--- config.mk ---
export PLATFORM = sky130hd
export DESIGN_NAME = buck_startup_fault_sequencer
export DESIGN_NICKNAME = d
export VERILOG_FILES = /design/src/rtl/buck_startup_fault_sequencer.v
export VERILOG_INCLUDE_DIRS = /design/src /design/src/rtl
export SDC_FILE = /design/constraint.sdc
export NUM_CORES = 1
export LEC_CHECK = 0
export ABC_CLOCK_PERIOD_IN_PS = 3100
export BUFFER_PORTS_ARGS = -buffer_cell sky130_fd_sc_hd__buf_2
export CELL_PAD_IN_SITES_DETAIL_PLACEMENT = 2
export CELL_PAD_IN_SITES_GLOBAL_PLACEMENT = 2
export CORE_ASPECT_RATIO = 0.75
export CORE_UTILIZATION = 38
export CTS_BUF_LIST = sky130_fd_sc_hd__clkbuf_4
export DETAILED_ROUTE_END_ITERATION = 10
export PLACE_DENSITY = 0.91
export SLEW_MARGIN = 0
export SYNTH_ARGS = -nofsm -noshare
export SYNTH_HDL_FRONTEND = slang
export SYNTH_SLANG_ARGS = --single-unit
--- constraint.sdc ---
create_clock -name clock -period 3.1 [get_ports clock]
set_input_delay 0.62 -clock clock [delete_from_list [all_inputs] [get_ports clock]]
set_output_delay 0.62 -clock clock [all_outputs]
set_load 0.05 [all_outputs]
--- src/rtl/buck_seq_defs.vh ---
// Timing counts and encodings for the buck startup and fault sequencer
`ifndef BUCK_SEQ_DEFS_VH
`define BUCK_SEQ_DEFS_VH
`define CLK_MHZ           125
`define ROLE_DETECT_US    50
`define ROLE_DETECT_CYC   (`ROLE_DETECT_US * `CLK_MHZ)
`define EDGE_WATCH_US     40
`define EDGE_WATCH_CYC    (`EDGE_WATCH_US * `CLK_MHZ)
`define PRESTART_US       400
`define PRESTART_CYC      (`PRESTART_US * `CLK_MHZ)
`define SOFTSTART_US      14000
`define SOFT_STEPS        32
`define STEP_CYC          ((`SOFTSTART_US * `CLK_MHZ) / `SOFT_STEPS)
`define NOM_HALF_CYC      833
`define MASTER_HALF_CYC   724
`define STEP_MAX          6'h20
`define STEP_ZERO         6'h00
`endif

--- src/rtl/buck_startup_fault_sequencer.v ---
// Startup, soft-start/stop, role detection and feedback window supervision
`timescale 1ns/1ps
`default_nettype none
`include "buck_seq_defs.vh"

// Behaviour
// - Stay inactive until reset and lockout clear
// - Spend 50 us detecting master or slave
// - Without turn-on after detection, remain standby
// - Wait 400 us before soft-start begins
// - Clamp error amplifier low during pre-start
// - Raise reference 0 to 0.8 V, 32 steps
// - Whole soft-start ramp lasts 14 ms
// - Turn-on low starts 32-step soft-stop
// - Soft-stop ends with a high pulse of half the normal width
// - Reversals count from the current step
// - Probe pin current: master if above threshold
// - Master switches 15 percent faster
// - Master drives antiphase clock; slave locks
// - Edges within 40 us force slave role
// - Role held until power is cycled
// - Ignore comparators, flag low during soft-start
// - Below 0.6 V: undervoltage, flag low, restart
// - 0.60 to 0.72 V: low, flag low
// - 0.72 to 0.88 V: in window, flag released
// - 0.88 to 1.00 V: high, flag low
// - Above 1.0 V: latch off, switches off
module buck_startup_fault_sequencer #(
   parameter ROLE_CYC  = `ROLE_DETECT_CYC,
   parameter WATCH_CYC = `EDGE_WATCH_CYC,
   parameter PRE_CYC   = `PRESTART_CYC,
   parameter STEP_CYC  = `STEP_CYC
) (
   // Clock and power-on clear
   input  wire       clock,
   input  wire       rst_n,
   // Supply and turn-on request
   input  wire       supplyLowLockout,
   input  wire       turnOnRequest,
   // Frequency-lock pin and role probe
   input  wire       syncIn,
   input  wire       roleCurrentHigh,
   output reg        syncOut,
   output reg        syncOe,
   output reg        roleProbeOn,
   output reg        isMaster,
   // Feedback window comparators
   input  wire       outputOverLimit,
   input  wire       nearHigh,
   input  wire       nearLow,
   input  wire       outputUnderLimit,
   // Analog controls
   output reg  [5:0] refStep,
   output reg        ampClamp,
   output reg        prestartActive,
   output reg        highGate,
   output reg        switchEnable,
   // Status
   output reg        outputInWindowOe,
   output reg        faultLatched,
   output reg        undervoltage
);

   // One-hot states
   localparam S_LOCK  = 7'h01;
   localparam S_WATCH = 7'h02;
   localparam S_ROLE  = 7'h04;
   localparam S_IDLE  = 7'h08;
   localparam S_PRE   = 7'h10;
   localparam S_RAMP  = 7'h20;
   localparam S_RUN   = 7'h40;
   // Watch and role states are only reached again through reset,
   // so the role chosen at power-up cannot drift in service

   // Synchroniser stages: first rank read only by second
   reg [7:0]  syncA_reg;
   reg [7:0]  syncB_reg;
   reg        syncPrev_reg;             // Edge detector on clean pin
   reg [6:0]  state_reg;
   reg [20:0] timer_reg;                // Shared phase timer
   reg        stopping_reg;             // Down-counting soft-stop
   reg        lastPulse_reg;            // Final half pulse pending
   reg        pulseSeen_reg;            // Final pulse has begun
   reg [10:0] phase_reg;                // Switching half-period count
   reg        edgeSeen_reg;             // Pin edges seen in watch

   wire lockClean = syncB_reg[0];
   wire enClean   = syncB_reg[1];
   wire pinClean  = syncB_reg[2];
   wire ovClean   = syncB_reg[3];
   wire hiClean   = syncB_reg[4];
   wire loClean   = syncB_reg[5];
   wire uvClean   = syncB_reg[6];
   wire roleClean = syncB_reg[7];       // Probe current result
   wire pinEdge   = pinClean ^ syncPrev_reg;
   wire [10:0] halfCyc = isMaster ? 11'd`MASTER_HALF_CYC : 11'd`NOM_HALF_CYC;

   // Two-flop synchronisers for all asynchronous inputs
   // Both ranks reset with lockout asserted: a cleared first rank
   // would show a false lockout release right after reset
   always @(posedge clock) begin
      if (!rst_n) begin
         syncA_reg    <= 8'h01;
         syncB_reg    <= 8'h01;
         syncPrev_reg <= 1'b0;
      end else begin
         syncA_reg    <= {roleCurrentHigh, outputUnderLimit, nearLow, nearHigh,
                          outputOverLimit,
                          syncIn, turnOnRequest, supplyLowLockout};
         syncB_reg    <= syncA_reg;
         syncPrev_reg <= pinClean;
      end
   end

   // Sequencer: role detection, pre-start, soft ramps, supervision
   always @(posedge clock) begin
      if (!rst_n) begin
         state_reg     <= S_LOCK;
         timer_reg     <= 21'h000000;
         refStep       <= `STEP_ZERO;
         stopping_reg  <= 1'b0;
         lastPulse_reg <= 1'b0;
         pulseSeen_reg <= 1'b0;
         isMaster      <= 1'b0;
         edgeSeen_reg  <= 1'b0;
         faultLatched  <= 1'b0;
         undervoltage  <= 1'b0;
         roleProbeOn   <= 1'b0;
      end else begin
         undervoltage <= 1'b0;
         case (state_reg)
            S_LOCK: begin
               // Hold everything off while supply is low
               if (!lockClean) begin
                  state_reg <= S_WATCH;
                  timer_reg <= 21'h000000;
               end
            end
            S_WATCH: begin
               // Any edge from an outside source forces slave
               if (pinEdge)
                  edgeSeen_reg <= 1'b1;
               if (timer_reg >= WATCH_CYC - 1) begin
                  timer_reg   <= 21'h000000;
                  state_reg   <= S_ROLE;
                  roleProbeOn <= !(edgeSeen_reg || pinEdge);
               end else
                  timer_reg <= timer_reg + 21'h000001;
            end
            S_ROLE: begin
               // Probe runs for the detection window then decides once
               if (timer_reg >= ROLE_CYC - 1) begin
                  roleProbeOn <= 1'b0;
                  // Current result arrives two cycles late; window is long
                  isMaster    <= roleProbeOn && roleClean;
                  state_reg   <= S_IDLE;
                  timer_reg   <= 21'h000000;
               end else
                  timer_reg <= timer_reg + 21'h000001;
            end
            S_IDLE: begin
               // Standby with no switching until turn-on
               if (enClean && !faultLatched) begin
                  state_reg <= S_PRE;
                  timer_reg <= 21'h000000;
               end
            end
            S_PRE: begin
               // Boost charge and limit setting happen outside
               if (!enClean)
                  state_reg <= S_IDLE;
               else if (timer_reg >= PRE_CYC - 1) begin
                  state_reg    <= S_RAMP;
                  timer_reg    <= 21'h000000;
                  refStep      <= `STEP_ZERO;
                  stopping_reg <= 1'b0;
               end else
                  timer_reg <= timer_reg + 21'h000001;
            end
            S_RAMP: begin
               // Direction follows turn-on; reversal keeps the step
               stopping_reg <= !enClean;
               if (lastPulse_reg) begin
                  // Wait for a fresh final pulse, then for its end;
                  // a pulse already running is let finish first
                  if (highGate && phase_reg == 11'h000)
                     pulseSeen_reg <= 1'b1;
                  else if (pulseSeen_reg && !highGate) begin
                     lastPulse_reg <= 1'b0;
                     pulseSeen_reg <= 1'b0;
                     state_reg     <= S_IDLE;
                  end
               end else if (timer_reg >= STEP_CYC - 1) begin
                  timer_reg <= 21'h000000;
                  if (!enClean) begin
                     if (refStep == `STEP_ZERO)
                        lastPulse_reg <= 1'b1;
                     else
                        refStep <= refStep - 6'h01;
                  end else if (refStep == `STEP_MAX)
                     state_reg <= S_RUN;
                  else
                     refStep <= refStep + 6'h01;
               end else
                  timer_reg <= timer_reg + 21'h000001;
            end
            S_RUN: begin
               // Window supervision after soft-start
               if (ovClean) begin
                  faultLatched <= 1'b1;
                  state_reg    <= S_IDLE;
                  refStep      <= `STEP_ZERO;
               end else if (uvClean) begin
                  undervoltage <= 1'b1;
                  state_reg    <= S_PRE;
                  timer_reg    <= 21'h000000;
                  refStep      <= `STEP_ZERO;
               end else if (!enClean) begin
                  state_reg    <= S_RAMP;
                  timer_reg    <= 21'h000000;
               end
            end
            default: state_reg <= S_LOCK;
         endcase
         // Lockout returning drops switching; role and latch stay
         if (lockClean && state_reg != S_LOCK && state_reg != S_WATCH
             && state_reg != S_ROLE) begin
            state_reg     <= S_IDLE;
            refStep       <= `STEP_ZERO;
            lastPulse_reg <= 1'b0;           // No stale final pulse
            pulseSeen_reg <= 1'b0;
         end
      end
   end

   // Switching phase: master runs faster and drives the antiphase clock
   // The pin clock is registered, so it trails the gate by one cycle;
   // at these periods that offset is far below a degree of phase
   always @(posedge clock) begin
      if (!rst_n) begin
         phase_reg <= 11'h000;
         highGate  <= 1'b0;
         syncOut   <= 1'b0;
         syncOe    <= 1'b0;
      end else begin
         syncOe <= isMaster && state_reg != S_LOCK && state_reg != S_WATCH
                   && state_reg != S_ROLE;
         if (!switchEnable) begin
            phase_reg <= 11'h000;
            highGate  <= 1'b0;
         end else if (!isMaster && pinEdge && pinClean) begin
            // Slave restarts its period on each external rising edge
            phase_reg <= 11'h000;
            highGate  <= 1'b1;
         end else if (lastPulse_reg && pulseSeen_reg && highGate
                      && phase_reg >= {1'b0, halfCyc[10:1]} - 11'h001) begin
            phase_reg <= 11'h000;
            highGate  <= 1'b0;
         end else if (phase_reg >= halfCyc - 11'h001) begin
            phase_reg <= 11'h000;
            highGate  <= !highGate;
         end else
            phase_reg <= phase_reg + 11'h001;
         syncOut <= isMaster && switchEnable && !highGate;
      end
   end

   // Decoded controls and window flag
   // Registered one cycle behind the state, so the gate stops
   // two cycles after a fault is acted on; lockout clears switchEnable directly, so one cycle
   always @(posedge clock) begin
      if (!rst_n) begin
         ampClamp         <= 1'b0;
         prestartActive   <= 1'b0;
         switchEnable     <= 1'b0;
         outputInWindowOe <= 1'b0;
      end else begin
         ampClamp       <= state_reg == S_PRE;
         prestartActive <= state_reg == S_PRE;
         switchEnable   <= (state_reg == S_RAMP || state_reg == S_RUN)
                           && !faultLatched && !lockClean;
         // Open drain: enable means pulling low
         if (state_reg != S_RUN)
            outputInWindowOe <= 1'b1;
         else if (ovClean || uvClean)
            outputInWindowOe <= 1'b1;
         else if (hiClean || loClean)
            outputInWindowOe <= 1'b1;
         else
            outputInWindowOe <= 1'b0;
      end
   end

endmodule // buck_startup_fault_sequencer
`default_nettype wire

Word level (Yosys, flattened, before mapping). Index checks and enable logic that the tools add are counted.

Add/sub/neg operators: 6. Magnitude comparators: 6. Eq/ne operators: 43. Muxes and demuxes: 58. Bitwise operators: 4. Reduce and logical (&&, ||, !) cells: 48.

Operator list (count): 21-bit two-way mux (11); 21-bit one-hot mux with 7 select lines (1); 7-bit two-way mux (15); 6-bit two-way mux (9); 7-bit one-hot mux with 7 select lines (1); 21-bit by 13-bit >= comparator with 1-bit output, second input constant (2); 21-bit by 16-bit >= comparator with 1-bit output, second input constant (2); 3-bit inequality test, second input constant (14); 4-bit inequality test, second input constant (7); 11-bit >= comparator (2); 11-bit AND reduction (2); 21-bit by 1-bit adder with 21-bit output, second input constant (1); 1-bit logical AND (19); 2-bit inequality test, second input constant (9); 6-bit one-hot mux with 3 select lines (1); 1-bit two-way mux (17); 11-bit by 1-bit adder with 11-bit output, second input constant (1); 11-bit zero test (1); 10-bit by 1-bit subtractor with 11-bit output, second input constant (1); 9-bit by 1-bit subtractor with 10-bit output, second input constant (1); 9-bit two-way mux (1); 2-bit AND reduction (4); 8-bit AND reduction (1); 7-bit by 1-bit == test with 1-bit output, second input constant (1); other kinds (29) (41).

Flip-flop bits (word level): 75. Input bits: 10. Output and inout port bits: 17. Logic and storage cells: 186.

Longest topological paths before layout.
Depth after elaboration: 7. Depth in mapped cells: 10. Gate-level depth less buffers: 9.

Least setup slack after synthesis. No wires, ideal clock.

Kind: register to register. From: register isMaster. To: register phase_reg[2]. Library setup time: 65 ps. Arrival time: 2981 ps. Data required time: 3035 ps. Setup slack: 54 ps. Stages on the path, launching flop included: 11. Buffers on the path: 1. Period minus slack after synthesis: 3046 ps. Cells stage by stage: dfxtp_1 > inv_1 > ha_1 > nor2b_1 > o41a_1 > o311ai_0 > a21oi_1 > nor4_1 > nand4_1 > clkbuf_1 > nor2_1.

Longest elaborated chain between the ends: 5. Elaborated cells on any way between the ends: 10. Those cells by class: add/sub (2); order compare (2); mux (1); reduce/logical (5).

RTL lines: start: declaration (line buck_startup_fault_sequencer.v:46) `output reg isMaster,`; start signal: assignment (line buck_startup_fault_sequencer.v:155) `isMaster <= roleProbeOn && roleClean;`; 9-bit two-way mux (no source line); 9-bit by 1-bit subtractor with 10-bit output (line buck_startup_fault_sequencer.v:256) `&& phase_reg >= {1'b0, halfCyc[10:1]} - 11'h001) begin`; 11-bit >= comparator (line buck_startup_fault_sequencer.v:256); 1-bit logical AND (line buck_startup_fault_sequencer.v:256); 5-bit OR reduction (no source line) *; end signal: assignment (line buck_startup_fault_sequencer.v:263) `phase_reg <= phase_reg + 11'h001;`; end: declaration (line buck_startup_fault_sequencer.v:84) `reg [10:0] phase_reg;`.

Every way passes the cells marked *; elsewhere a longest branch is shown, timed or not. A chain may end at the register's enable or synchronous reset.

Worst setup path after layout.
From: register timer_reg[7]. To: register timer_reg[1].

Longest elaborated chain between the ends: 4. Elaborated cells on any way between the ends: 11. Those cells by class: order compare (4); mux (7).

RTL lines: start: declaration (line buck_startup_fault_sequencer.v:80) `reg [20:0] timer_reg;`; start signal: assignment (line buck_startup_fault_sequencer.v:148) `timer_reg <= timer_reg + 21'h000001;`; start signal: assignment (line buck_startup_fault_sequencer.v:159) `timer_reg <= timer_reg + 21'h000001;`; start signal: assignment (line buck_startup_fault_sequencer.v:178) `timer_reg <= timer_reg + 21'h000001;`; 21-bit by 16-bit >= comparator with 1-bit output, on equally long branches (line buck_startup_fault_sequencer.v:193, buck_startup_fault_sequencer.v:172); 21-bit two-way mux, on equally long branches (line buck_startup_fault_sequencer.v:193, buck_startup_fault_sequencer.v:172); 21-bit two-way mux, on equally long branches (line buck_startup_fault_sequencer.v:183, buck_startup_fault_sequencer.v:170); 21-bit one-hot mux with 7 select lines * (line buck_startup_fault_sequencer.v:131) `case (state_reg)`.

Every way passes the cells marked *; elsewhere a longest branch is shown, timed or not. The select of a mux whose other input is x is not followed.

==> run_results.csv <==
group,metric,value,unit
status,outcome,"completed",
cells_and_area,area_growth,9.293,%
global_routing,grt_usage,27.70,%
sta,max-slew-margin-rel,52.10,%
routing,wl,14.72,mm
cts,cts-root-buf,"clkbuf_4",
global_routing,grt_max_degree,27,
cts,cts_tree,"built",
sta,fmax,0.3414,GHz
worst_hold_path,holdPathStages,2,
global_routing,grt_pass1_wl,23.96,mm
setup_path,ff2ff_path_depth,8,
pwr,total_power,2.800,mW
global_routing,grt_pass1_vias,4326,
global_routing,globalRouteOverflowTotal,0,
cells_and_area,final_area,4621,µm²
logic_synthesis,yosysMostFrequentCell,"dfxtp_1",
cts,cts_num_sinks,75,
logic_synthesis,syn_area_per_cell,8.322,µm²
logic_synthesis,synth.area.top_cells,"dfxtp_1, ha_1, nor2_1",
flow_run,drv_cap,0,
routing,drtIter0Drc,241,
pwr,peakVddDrop,0.3042,mV
setup_path,crit_arrival,3.32,ns
sta,setup_tns,0,ns
worst_hold_path,hp-class,"input pin to flop",
logic_synthesis,yosys_warnings,0,
sta,fin_crit,2.929,ns
routing,wl_per_cell,22.04,µm
routing,via_per_inst,5.990,
sta,finClkSkew,0.02251,ns
logic_synthesis,ys_types,68,
cts,cts_resized,0,
sta,hold_slack,0.3541,ns
cts,insertion_delay,0.48,ns
setup_path,crit_required,3.49,ns
place,dp.final_hpwl,10.50,mm
pwr,p_leak,1.685,nW
logic_synthesis,synth_area,4228,µm²
floorplanning,initial_core_util,40.15,%
logic_synthesis,synth_ff_type,"dfxtp_1",
sta,worst-slew-pin-transition,0.7119,ns
cts,cts.clk_slew.worst_paths,0.15,ns
logic_synthesis,async_reset_ff_share,0,%
cts,postCtsSetupBuffers,0,
routing,antenna_left,0,
logic_synthesis,ys_seq_elements,75,
floorplanning,die_y,93.35,µm
logic_synthesis,synthCells,508,
floorplanning,row_count,32,
cells_and_area,nets,558,
floorplanning,die_width,123.8,µm
setup_path,cp-start-kind,"flop",
floorplanning,core,10530,µm²
logic_synthesis,synth_commonest_cells,"dfxtp_1, nor2_1, nand2_1",
logic_synthesis,syn-num-nets,539,
cts,hold_buffers,0,
sta,finalSetupViolCount,0,
setup_path,worstPathMaxFanout,21,
logic_synthesis,synth_top_area_share,35.51,%
cells_and_area,largest_reg_flops,21,
sta,rsz0062_at_grt,"no",
floorplanning,die-area,11560,µm²
cells_and_area,drive_gt1_share,12.78,%
routing,drtPass1Iterations,4,
logic_synthesis,synth_edf_count,0,
place,placed_cell_area,4452,µm²
cells_and_area,n_antenna_cell,0,
routing,vias,4001,
cts,htree_levels,3,
routing,drcViolationCount,0,
cts,clockBufferDepth,2,
sta,finalCritPeriodShare,94.50,%
pwr,power_density,606.0,nW/µm²
logic_synthesis,yosysTopAreaCell,"dfxtp_1",
global_routing,antenna_found_initial,0,
setup_path,worstSetupPathType,"flop to flop",
logic_synthesis,yosysSeqAreaShare,35.51,%
sta,maxSlewViolCount,0,
cts,cts_buffers,9,
floorplanning,io-pin-count,27,
cells_and_area,utilization,43.88,%
place,io_buffers,26,
place,place.gp.congestion,0.8636,
sta,finalHoldViolations,0,
setup_path,cp-end-kind,"flop",
-- metal layers --
| metal | share of wire [%] | global-route usage [%] | wire (µm) |
|---|---|---|---|
| met2 | 49 | 45.69 | 7250 |
| met1 | 44 | 35.96 | 6485 |
| met5 | 0 | 0 | 0 |
| met4 | 1.9 | 9.337 | 280 |
| met3 | 4.8 | 5.305 | 704 |
-- cell families after synthesis --
logic type,Yosys count,synth area share (%)
compound gates,109,17.70
xor+xnor,27,5.593
fa+ha+maj,21,6.392
buf+inv,41,4.557
flops,75,35.51
mux,1,0.2368
simple gates,234,30.01
-- report_power, final --
part,internal [mW],leakage [nW],switching [mW]
sequential,1.01,0.609,0.102
clock,0.332,0.0827,0.407
combinational,0.313,0.993,0.636
total,1.65,1.69,1.15
-- path summary, 6_finish.rpt --
path / start / endpoint / slack [ns]
worst max register to register: timer_reg[7] / timer_reg[1] / 0.17
worst min-delay path: outputUnderLimit / syncA_reg[6] / 0.35
worst min register to register: syncA_reg[4] / syncB_reg[4] / 0.45
worst max-delay path: timer_reg[7] / timer_reg[1] / 0.17
-- critical path, cell delays in order, from the launching register on --
cell and delay [ns]:
dfxtp_1 0.45, nor4_1 0.63, a21oi_1 0.24, a211oi_1 0.51, a31oi_1 0.23, o2111ai_1 0.20
nand2_1 0.07, buf_4 0.23, a211oi_1 0.27
-- area by class of cell --
type | instances | area, µm²
clock buffers | 9 | 67.56
clock inverters | 7 | 101.3
fillers | 1181 | 5909
inverters | 15 | 56.30
multi-input cells | 392 | 2534
flip-flops and latches | 75 | 1501
well taps | 136 | 170.2
repair buffers | 34 | 190.2
-- per-stage QoR --
step                cells  setup WS (ns)
CTS                   668         0.2236
global route          668        0.01599
finish                668         0.1706
floorplan             508        0.05419
detailed placement    652         0.2686
global placement      652         0.5264
-- placed cells by master (no fill, tap or decap), types with 7 or more instances in the layout --
cell type  instances
nand3_1           23
nand2b_1          11
ha_1              20
dfxtp_1           75
nor4_1             7
or3_1             10
xor2_1            18
and3_1             7
nand4_1           15
o21ai_0           21
nor3_1            16
a21oi_1           35
nand2_1           39
inv_1             15
clkbuf_4           9
and2_1            18
nor2_1            56
buf_4              8
xnor2_1            9
buf_2             26
No activity file was read; power rests on OpenSTA's default activity.
